[config.mk]
export PLATFORM = sky130hd
export DESIGN_NAME = sum_monitor
export DESIGN_NICKNAME = d
export VERILOG_FILES = /design/src/logic/sum_pkg.sv /design/src/logic/sum_monitor.sv
export SDC_FILE = /design/constraint.sdc
export NUM_CORES = 1
export LEC_CHECK = 0
export BUFFER_PORTS_ARGS = -buffer_cell sky130_fd_sc_hd__buf_4
export CORE_MARGIN = 10
export CORE_UTILIZATION = 53
export CTS_BUF_LIST = sky130_fd_sc_hd__clkbuf_4 sky130_fd_sc_hd__clkbuf_8
export DETAILED_ROUTE_END_ITERATION = 8
export PLACE_DENSITY = 0.81
export SYNTH_ARGS = -nofsm -noshare
export SYNTH_HDL_FRONTEND = slang
export SYNTH_SLANG_ARGS = --single-unit
[constraint.sdc]
create_clock -name clk -period 1.4 [get_ports clk]
set_clock_uncertainty 0.1 [all_clocks]
set_input_delay 0.21 -clock clk [delete_from_list [all_inputs] [get_ports clk]]
set_output_delay 0.21 -clock clk [all_outputs]
set_load 0.005 [all_outputs]
[src/logic/sum_pkg.sv]
// package with offsets, fields, reset values and types of the supply undervoltage monitor
// How it works
// - monitor is active out of reset, comparing against the falling threshold
// - power-disable bit turns the monitor off: no status updates, no resets
// - reset-disable bit blocks system reset; the status flag still updates
// - in stop mode it runs only with power-disable clear and stop-enable set
// - trip-range select resets to zero (low range); one selects the high range
// - trip-range select is write-once after reset
// - flag sets below falling threshold, clears above rising, else holds
// - while active with resets enabled, a triggered reset holds until supply rises above the rising threshold
// - with both disable bits clear, a supply drop resets the chip
// - comparator drives the flag so software can poll with resets disabled
// - the monitor raises irq from its sticky event status bits masked by the enable register
// - when enabled it keeps running in wait mode and may reset out of wait
// - selecting high range while below its rising threshold resets at once
package sum_pkg;
    localparam logic [3:0] SUM_OFS_STATUS = 4'h0;
    localparam logic [3:0] SUM_OFS_CONFIG = 4'h1;
    localparam logic [3:0] SUM_OFS_IRQ_STATUS = 4'h2;
    localparam logic [3:0] SUM_OFS_IRQ_ENABLE = 4'h3;
    localparam logic [3:0] SUM_OFS_IRQ_CLEAR = 4'h4;
    localparam int SUM_BIT_FLAG = 7;
    localparam int SUM_BIT_STOP = 0;
    localparam int SUM_BIT_PWRD = 1;
    localparam int SUM_BIT_RSTD = 2;
    localparam int SUM_BIT_TRIP = 3;
    localparam int SUM_BIT_LOCK = 4;
    localparam int SUM_EV_LOW = 0;
    localparam int SUM_EV_RECOVER = 1;
    localparam int SUM_EV_RESET = 2;
    localparam logic [7:0] SUM_CONFIG_RST = 8'h00;
    localparam logic [2:0] SUM_IRQ_RST = 3'h0;

    typedef enum logic [1:0] {
        SUM_RUN = 2'b00,
        SUM_HOLD = 2'b01,
        SUM_OFF = 2'b10
    } sum_state_t;

    typedef struct packed {
        logic [3:0] addr;
        logic [7:0] wdata;
        logic wr;
        logic rd;
    } sum_bus_req_t;

    typedef struct packed {
        logic stop_mode;
        logic wait_mode;
    } sum_power_mode_t;

    typedef struct packed {
        logic below_fall;
        logic above_rise;
    } sum_cmp_t;
endpackage : sum_pkg

[src/logic/sum_monitor.sv]
// control logic of the supply undervoltage monitor with a register port
`timescale 1ns/1ps
module sum_monitor (
    input wire logic clk,
    input wire logic rst_n,
    input wire sum_pkg::sum_bus_req_t bus_req,
    output logic [7:0] rd_data,
    input wire sum_pkg::sum_power_mode_t power_mode,
    input wire sum_pkg::sum_cmp_t cmp_lo,
    input wire sum_pkg::sum_cmp_t cmp_hi,
    output logic range_high,
    output logic monitor_on,
    output logic low_supply_reset,
    output logic irq
);
    import sum_pkg::*;

    typedef struct packed {
        sum_cmp_t lo_meta;
        sum_cmp_t lo_sync;
        sum_cmp_t hi_meta;
        sum_cmp_t hi_sync;
        logic flag;
        logic stop_en;
        logic pwrd;
        logic rstd;
        logic trip;
        logic locked;
        sum_state_t state;
        logic [2:0] irq_status;
        logic [2:0] irq_enable;
        logic [7:0] rdata;
    } sum_regs_t;

    sum_regs_t q;
    sum_regs_t d;
    logic rst_int_n;
    sum_cmp_t cmp;
    logic active;
    logic [2:0] events;
    logic cfg_wr;
    logic clr_wr;
    logic en_wr;
    // kept apart from the state struct: it runs on the raw reset, not on its own copy
    logic [1:0] rst_sync_q;

    // one-cycle write strobe aimed at the given register
    function automatic logic reg_hit(input sum_bus_req_t req, input logic [3:0] ofs);
        reg_hit = req.wr && (req.addr == ofs);
    endfunction : reg_hit

    // copy of reset released through two flip-flops
    always_ff @(posedge clk or negedge rst_n) begin
        if (!rst_n) begin
            rst_sync_q <= 2'h0;
        end else begin
            rst_sync_q <= {rst_sync_q[0], 1'b1};
        end
    end
    assign rst_int_n = rst_sync_q[1];

    // comparator for the chosen range; only second sync stage is read
    assign cmp = q.trip ? q.hi_sync : q.lo_sync;
    // off when power-disabled, or in stop without stop-enable
    assign active = !q.pwrd && !(power_mode.stop_mode && !q.stop_en);
    // register write decodes
    assign cfg_wr = reg_hit(bus_req, SUM_OFS_CONFIG);
    assign clr_wr = reg_hit(bus_req, SUM_OFS_IRQ_CLEAR);
    assign en_wr = reg_hit(bus_req, SUM_OFS_IRQ_ENABLE);

    always_comb begin
        d = q;
        events = 3'h0;
        d.lo_meta = cmp_lo;
        d.lo_sync = q.lo_meta;
        d.hi_meta = cmp_hi;
        d.hi_sync = q.hi_meta;
        // configuration; trip-range bit accepted only on first write
        if (cfg_wr) begin
            d.stop_en = bus_req.wdata[SUM_BIT_STOP];
            d.pwrd = bus_req.wdata[SUM_BIT_PWRD];
            d.rstd = bus_req.wdata[SUM_BIT_RSTD];
            if (!q.locked) begin
                d.trip = bus_req.wdata[SUM_BIT_TRIP];
                d.locked = 1'b1;
            end
        end
        // hysteretic flag: below falling sets, above rising clears, else holds
        if (active) begin
            if (cmp.below_fall && !q.flag) begin
                d.flag = 1'b1;
                events[SUM_EV_LOW] = 1'b1;
            end else if (cmp.above_rise && q.flag) begin
                d.flag = 1'b0;
                events[SUM_EV_RECOVER] = 1'b1;
            end
        end
        // reset state machine
        case (q.state)
            SUM_RUN: begin
                if (!active) begin
                    d.state = SUM_OFF;
                end else if (!q.rstd && (cmp.below_fall || (q.trip && !cmp.above_rise))) begin
                    d.state = SUM_HOLD;
                    events[SUM_EV_RESET] = 1'b1;
                end
            end
            SUM_HOLD: begin
                // while active with resets enabled, leaving needs the rising threshold, not just the falling one
                if (!active || q.rstd) begin
                    d.state = active ? SUM_RUN : SUM_OFF;
                end else if (cmp.above_rise) begin
                    d.state = SUM_RUN;
                end
            end
            SUM_OFF: begin
                if (active) begin
                    d.state = SUM_RUN;
                end
            end
            default: begin
                d.state = SUM_RUN;
            end
        endcase
        // sticky status: hardware set wins over software clear
        if (clr_wr) begin
            d.irq_status = q.irq_status & ~bus_req.wdata[2:0];
        end
        d.irq_status = d.irq_status | events;
        if (en_wr) begin
            d.irq_enable = bus_req.wdata[2:0];
        end
        // read data, valid the cycle after the strobe
        d.rdata = 8'h00;
        if (bus_req.rd) begin
            case (bus_req.addr)
                SUM_OFS_STATUS: d.rdata[SUM_BIT_FLAG] = q.flag;
                SUM_OFS_CONFIG: d.rdata = {3'h0, q.locked, q.trip, q.rstd, q.pwrd, q.stop_en};
                SUM_OFS_IRQ_STATUS: d.rdata = {5'h00, q.irq_status};
                SUM_OFS_IRQ_ENABLE: d.rdata = {5'h00, q.irq_enable};
                default: d.rdata = 8'h00;
            endcase
        end
    end

    // state register, cleared to defaults: monitor on, low range, unlocked
    always_ff @(posedge clk or negedge rst_int_n) begin
        if (!rst_int_n) begin
            q.lo_meta <= '0;
            q.lo_sync <= '0;
            q.hi_meta <= '0;
            q.hi_sync <= '0;
            q.flag <= 1'b0;
            q.stop_en <= SUM_CONFIG_RST[SUM_BIT_STOP];
            q.pwrd <= SUM_CONFIG_RST[SUM_BIT_PWRD];
            q.rstd <= SUM_CONFIG_RST[SUM_BIT_RSTD];
            q.trip <= SUM_CONFIG_RST[SUM_BIT_TRIP];
            q.locked <= 1'b0;
            q.state <= SUM_RUN;
            q.irq_status <= SUM_IRQ_RST;
            q.irq_enable <= SUM_IRQ_RST;
            q.rdata <= 8'h00;
        end else begin
            q.lo_meta <= d.lo_meta;
            q.lo_sync <= d.lo_sync;
            q.hi_meta <= d.hi_meta;
            q.hi_sync <= d.hi_sync;
            q.flag <= d.flag;
            q.stop_en <= d.stop_en;
            q.pwrd <= d.pwrd;
            q.rstd <= d.rstd;
            q.trip <= d.trip;
            q.locked <= d.locked;
            q.state <= d.state;
            q.irq_status <= d.irq_status;
            q.irq_enable <= d.irq_enable;
            q.rdata <= d.rdata;
        end
    end

    // outputs; irq is the OR of the sticky event status bits masked by their enables
    assign rd_data = q.rdata;
    assign range_high = q.trip;
    assign monitor_on = active;
    assign low_supply_reset = (q.state == SUM_HOLD);
    assign irq = |(q.irq_status & q.irq_enable);

    hold_until_rise_a: assert property (@(posedge clk) disable iff (!rst_int_n)
        (low_supply_reset && active && !q.rstd && !cmp.above_rise) |=> low_supply_reset)
        else $error("reset released before rising threshold");
    rstd_blocks_a: assert property (@(posedge clk) disable iff (!rst_int_n)
        $past(q.rstd) && q.rstd |-> !low_supply_reset)
        else $error("reset raised while reset disabled");
    pwrd_off_a: assert property (@(posedge clk) disable iff (!rst_int_n)
        q.pwrd |=> $stable(q.flag))
        else $error("flag moved while powered down");
    flag_sets_a: assert property (@(posedge clk) disable iff (!rst_int_n)
        (active && cmp.below_fall) |=> q.flag)
        else $error("flag not set below falling threshold");
    flag_clears_a: assert property (@(posedge clk) disable iff (!rst_int_n)
        (active && cmp.above_rise && !cmp.below_fall) |=> !q.flag)
        else $error("flag not cleared above rising threshold");
    trip_once_a: assert property (@(posedge clk) disable iff (!rst_int_n)
        q.locked |=> $stable(q.trip))
        else $error("trip range changed after lock");
    low_resets_a: assert property (@(posedge clk) disable iff (!rst_int_n)
        (q.state == SUM_RUN && active && !q.rstd && cmp.below_fall) |=> low_supply_reset)
        else $error("no reset on low supply");
    stop_off_a: assert property (@(posedge clk) disable iff (!rst_int_n)
        (power_mode.stop_mode && !q.stop_en) |-> !monitor_on)
        else $error("monitor running in stop without enable");
    high_range_a: assert property (@(posedge clk) disable iff (!rst_int_n)
        (q.state == SUM_RUN && active && !q.rstd && q.trip && !cmp.above_rise) |=> low_supply_reset)
        else $error("high range below rising did not reset");
    // monitor on by default while powered and not stopped
    on_default_a: assert property (@(posedge clk) disable iff (!rst_int_n)
        (!q.pwrd && !power_mode.stop_mode) |-> monitor_on)
        else $error("monitor off without disable");
    // power-disable also drops a held reset on the next edge
    pwrd_no_reset_a: assert property (@(posedge clk) disable iff (!rst_int_n)
        q.pwrd |=> !low_supply_reset)
        else $error("reset held while powered down");
    pwrd_no_events_a: assert property (@(posedge clk) disable iff (!rst_int_n)
        q.pwrd |-> (events == 3'h0))
        else $error("event raised while powered down");
    inactive_flag_a: assert property (@(posedge clk) disable iff (!rst_int_n)
        !active |=> $stable(q.flag))
        else $error("flag moved while monitor off");
    // reset-disable keeps run state from entering hold
    rstd_no_entry_a: assert property (@(posedge clk) disable iff (!rst_int_n)
        (q.rstd && (q.state != SUM_HOLD)) |=> !low_supply_reset)
        else $error("hold entered while reset disabled");
    rstd_flag_moves_a: assert property (@(posedge clk) disable iff (!rst_int_n)
        (active && q.rstd && cmp.below_fall && !q.flag) |=> q.flag)
        else $error("flag frozen while reset disabled");
    // stop mode with stop-enable keeps the monitor and its reset alive
    stop_runs_a: assert property (@(posedge clk) disable iff (!rst_int_n)
        (power_mode.stop_mode && q.stop_en && !q.pwrd) |-> monitor_on)
        else $error("monitor off in stop with enable");
    stop_resets_a: assert property (@(posedge clk) disable iff (!rst_int_n)
        (power_mode.stop_mode && active && !q.rstd && (q.state == SUM_RUN) && cmp.below_fall)
        |=> low_supply_reset)
        else $error("no reset out of stop");
    // wait mode does not stop the monitor
    wait_runs_a: assert property (@(posedge clk) disable iff (!rst_int_n)
        (power_mode.wait_mode && !power_mode.stop_mode && !q.pwrd) |-> monitor_on)
        else $error("monitor off in wait");
    wait_resets_a: assert property (@(posedge clk) disable iff (!rst_int_n)
        (power_mode.wait_mode && active && !q.rstd && (q.state == SUM_RUN) && cmp.below_fall)
        |=> low_supply_reset)
        else $error("no reset out of wait");
    // first configuration write takes the trip bit, later ones cannot
    trip_take_high_a: assert property (@(posedge clk) disable iff (!rst_int_n)
        (!q.locked && cfg_wr && bus_req.wdata[SUM_BIT_TRIP]) |=> q.trip)
        else $error("high range not taken on first write");
    trip_take_low_a: assert property (@(posedge clk) disable iff (!rst_int_n)
        (!q.locked && cfg_wr && !bus_req.wdata[SUM_BIT_TRIP]) |=> !q.trip)
        else $error("low range not kept on first write");
    lock_sets_a: assert property (@(posedge clk) disable iff (!rst_int_n)
        cfg_wr |=> q.locked)
        else $error("lock not set by config write");
    lock_holds_a: assert property (@(posedge clk) disable iff (!rst_int_n)
        q.locked |=> q.locked)
        else $error("lock dropped without reset");
    // inside the hysteresis band the flag keeps its value
    flag_holds_a: assert property (@(posedge clk) disable iff (!rst_int_n)
        (active && !cmp.below_fall && !cmp.above_rise) |=> $stable(q.flag))
        else $error("flag moved inside hysteresis band");
    hold_exit_a: assert property (@(posedge clk) disable iff (!rst_int_n)
        (low_supply_reset && active && !q.rstd && cmp.above_rise) |=> !low_supply_reset)
        else $error("reset not released above rising threshold");
    // sticky status: set wins, only a clear write removes a bit
    status_sticky_a: assert property (@(posedge clk) disable iff (!rst_int_n)
        (q.irq_status[SUM_EV_LOW] && !clr_wr) |=> q.irq_status[SUM_EV_LOW])
        else $error("status bit lost without clear");
    set_wins_a: assert property (@(posedge clk) disable iff (!rst_int_n)
        events[SUM_EV_RESET] |=> q.irq_status[SUM_EV_RESET])
        else $error("reset event not recorded");
    irq_masked_a: assert property (@(posedge clk) disable iff (!rst_int_n)
        (q.irq_enable == 3'h0) |-> !irq)
        else $error("interrupt with all enables clear");
    // the second stage copies the first one cycle later
    lo_sync_a: assert property (@(posedge clk) disable iff (!rst_int_n)
        1'b1 |=> (q.lo_sync == $past(q.lo_meta)))
        else $error("low comparator sync skipped a stage");
    hi_sync_a: assert property (@(posedge clk) disable iff (!rst_int_n)
        1'b1 |=> (q.hi_sync == $past(q.hi_meta)))
        else $error("high comparator sync skipped a stage");
    // read data stand only in the cycle after a read strobe
    read_idle_a: assert property (@(posedge clk) disable iff (!rst_int_n)
        !bus_req.rd |=> (rd_data == 8'h00))
        else $error("read data without read strobe");
    read_flag_a: assert property (@(posedge clk) disable iff (!rst_int_n)
        (bus_req.rd && (bus_req.addr == SUM_OFS_STATUS)) |=> (rd_data[SUM_BIT_FLAG] == $past(q.flag)))
        else $error("status read lost the flag");
endmodule : sum_monitor

# ---- Word-level counts from Yosys, hierarchy flattened
# Cells that the tools add are included.
dict set report word_totals {
  regBits 32
  input_bits 22
  elab_cells 79
}
dict set report classes {
  n_eq_ne 9
  muxes 21
  n_bitwise 5
  n_reduce_logical 25
}
# cell n
set ops {}
lappend ops {{$mux W2} 8}
lappend ops {{$pmux W5 S3} 1}
lappend ops {{$logic_and A1 B1 Y1} 9}
lappend ops {{$mux W1} 9}
lappend ops {{$eq A4 B2 Y1 const B} 2}
lappend ops {{$mux W8} 1}
lappend ops {{$logic_not A1 Y1} 7}
lappend ops {{$and A3 B3 Y3} 2}
lappend ops {{$pmux W2 S3} 1}
lappend ops {{$eq A4 B1 Y1 const B} 1}
lappend ops {{$eq A4 B3 Y1 const B} 1}
lappend ops {{$logic_not A4 Y1} 1}
lappend ops {{$reduce_and A2 Y1} 2}
lappend ops {{$mux W3} 1}
lappend ops {{$ne A3 B1 Y1 const B} 1}
lappend ops {{$ne A3 B3 Y1 const B} 1}
lappend ops {{$not A3 Y3} 1}
lappend ops {{$or A3 B3 Y3} 1}
lappend ops {{$reduce_and A3 Y1} 1}
lappend ops {{$reduce_or A3 Y1} 1}
lappend ops {{$eq A2 B1 Y1 const B} 1}
lappend ops {{$eq A2 B2 Y1 const B} 1}
lappend ops {{$logic_not A2 Y1} 1}
lappend ops {{$logic_or A1 B1 Y1} 2}
lappend ops {{other kinds (3)} 3}

# ---- Longest topological paths before layout
dict set report logic_depth {
  ltp_word 9
  mapped_depth 3
}

# ---- Least setup slack after synthesis
# OpenSTA, ideal clock, no wires.
dict set report synth_path {
  path_type {register to register}
  start {register q[19] in the netlist's numbering}
  end {register q[13] in the netlist's numbering}
  t_arrival_ns 1.031
  required_time_ns 1.222
  setup_slack_ns 0.191
  stages_incl_launch_ff 3
  n_path_buf 0
  cell_sequence {dfrtp_1 or4_1 o2bb2ai_1}
}
# item line_no
set synth_lines {}
lappend synth_lines {{start, declared} sum_monitor.sv:35} ;# sum_regs_t q;

# ---- Final worst setup path
dict set report layout_path {
  start {register q[13] in the netlist's numbering}
  end {output port irq}
}
dict set report layout_between {
  elab_chain_cells 2
}
# item line_no
set layout_lines {}
lappend layout_lines {{$and A3 B3 Y3} sum_monitor.sv:186} ;# assign irq = |(q.irq_status & q.irq_enable);
lappend layout_lines {{$reduce_or A3 Y1} sum_monitor.sv:186}
lappend layout_lines {{end, declared} sum_monitor.sv:14} ;# output logic irq
# No other way between the ends.

==> impl_metrics.ini <==
[synthesis]
synth_top_area_frac = 0.612
syn_inst = 95
ys_ff_latch = 30
async_reset_ff_frac = 1.00
yosysSeqAreaShare = 0.612
synth_top_flop_cell = dfrtp_1
synth.most_common_cell = dfrtp_1
synth_top_cells_by_count = dfrtp_1 (30), mux2_2 (10), buf_4 (8)
syn-cell-area_mm2 = 0.00123
yosys_warnings = 0
avgSynthCellArea_um2 = 12.9
synthTopCellsByArea = dfrtp_1 (61%), mux2_2 (9.2%), buf_4 (4.9%)
synth_edf_count = 0
synth_top_cell_by_area = dfrtp_1
yosys.cell_types.count = 29

[floorplan]
initial_core_util = 0.555
dieWidth_um = 68.1
die_area_mm2 = 0.00464
core_mm2 = 0.00221
row_count = 17
die_h_um = 68.1
ios = 34

[placed_design]
place_congestion = 0.797
dp_hpwl_um = 1960
portBuffers = 26

[global_route]
antenna_found_initial = 0
overflow = 0
track_usage = 0.120
grt_max_degree = 18
grt_pass1_vias = 930
grt_first_pass_wirelength_um = 4110

[clocking]
clk_pin_slew_ns = 0.09
cts_made_buffers = 5
cts_tree = built
clk_latency_ns = 0.31
root_buffer = clkbuf_4
htree_num_levels = 2
cts_max_path_buffers = 2
clkSinkCount = 30

[power]
netSwitchingPower_uw = 562
combPwrFrac = 0.207
p_sw_frac = 0.274
p_seq_frac = 0.536
peakVddDrop_uv = 822
power_density_mw_per_mm2 = 1300
p_int_uw = 1490
p_total_uw = 2050
pwr-share-clk = 0.257
leakagePower_uw = 0.000750

[sta]
rsz0062_at_grt = true
setup-tns-final_ns = -0.218
period_needed_ns = 1.62
setup_viol = 1
timing.fmax_mhz = 618
finalWorstSetupSlack_ns = -0.218
hold_viol_final = 0
min_period_over_period = 1.16
slew_viol_final = 0

[hold_path]
hold_class = input port to register

[setup_path]
worstSetupPathType = register to output pin
worstPathRequired_ns = 1.09
worstPathArrival_ns = 1.31
crit_fanout = 2
startpoint_type = register
endpoint_kind = output pin

[detailed_routing]
dr.pass1.iters = 4
viasPerCell = 5.14
vias = 833
wire_per_inst_um = 15.6
wl_um = 2520
drt_iter0_drc = 40
ant_nets = 0
drc = 0

[final_layout]
area_growth_syn_to_layout_pct = 28.1
fin_util = 0.711
drive_gt1_frac = 0.440
n_antenna_cell = 0
num-nets-final = 155

[run_status]
status = finished, violations left
violations = setup timing

[job]
drv_cap = 0
[critical path, cell delays in order, from the launching register on]
cell and delay (ns):
dfrtp_1 0.41, a222oi_1 0.34, inv_1 0.10, buf_4 0.15
[what timing repair did]
item,in CTS,in global routing
gates resized for setup,1,1
hold buffers,5,0
hold endpoints to repair,6,0
cloned,0,0
endpoints found under the setup margin,2,2
pin swaps,1,1
buffers inserted,4,0
[layout by cell type (no fill, tap or decap), types with 2 or more instances in the layout]
cell type | Yosys | final
a21oi_1 | 2 | 2
a22oi_1 | 3 | 3
and3_2 | 3 | 3
buf_4 | 8 | 33
clkbuf_4 | 0 | 5
conb_1 | 2 | 3
dfrtp_1 | 30 | 30
dlygate4sd3_1 | 0 | 5
inv_1 | 3 | 3
mux2_2 | 10 | 10
mux2i_1 | 2 | 2
nand2_1 | 4 | 4
nand4_1 | 3 | 3
nor2_1 | 7 | 6
[layout make-up]
class / instances / area [µm²]
fill: 168 / 639
multi-input combinational: 55 / 414
tap: 28 / 35.0
timing repair buffer: 38 / 298
inverter: 3 / 11.3
sequential: 30 / 751
clock buffer: 6 / 51.3
clock inverter: 2 / 12.5
[cell families (layout without fill, tap and decap cells)]
group | after synthesis | after routing | synth area share
other | 2 | 3 | 0.00612
flip-flops | 30 | 30 | 0.612
multiplexers | 12 | 12 | 0.108
AND/OR/NAND/NOR | 29 | 29 | 0.148
buffers and inverters | 11 | 49 | 0.0581
AO/OA/AOI/OAI | 11 | 11 | 0.0683
[path summary, 6_finish.rpt]
check                                  end          start  slack (ns)  cells after the start
worst max-delay path                   irq          q[13]       -0.22                      3
worst min-delay path            range_high     bus_req[5]        0.02                      2
worst max register to register       q[13]          q[20]        0.07                      4
worst min register to register       q[27]  rst_sync_q[1]        0.09                      1
max in group asynchronous             q[8]  rst_sync_q[1]        0.88                      1
min in group asynchronous            q[27]  rst_sync_q[1]        0.09                      1
[power by group through the flow]
stage | combinational [µW] | sequential, µW | clock, µW
floorplan | 217 | 1090 | 0
global placement | 346 | 1110 | 0
detailed placement | 364 | 1120 | 0
CTS | 428 | 1100 | 544
global route | 470 | 1120 | 584
finish | 425 | 1100 | 526
[flip-flops by register name (all words and copies together) (netlist names)]
name	cells
d	4
q	17
range_high	1
rd_data	6
rst_sync_q	2
[stage by stage]
step | area (µm²) | worst slack (ns) | cells | hold slack [ns]
final | 1570 | -0.218 | 162 | 0.0245
after global routing | 1570 | -0.297 | 162 | 0.00952
after CTS | 1570 | -0.238 | 162 | 0.0136
after detailed placement | 1420 | 0.0451 | 145 | -0.105
after global placement | 1420 | 0.0578 | 145 | -0.108
after floorplan | 1230 | 0.191 | 96 | -0.186
[per-layer routing]
layer,track usage,vias up,wire [µm]
met1,0.110,409,885
met5,0,-,0
li1,-,397,-
met4,0.0528,0,17
met3,0.0587,2,232
met2,0.220,25,1390
Note: power is estimated with default switching activity, not from simulation.
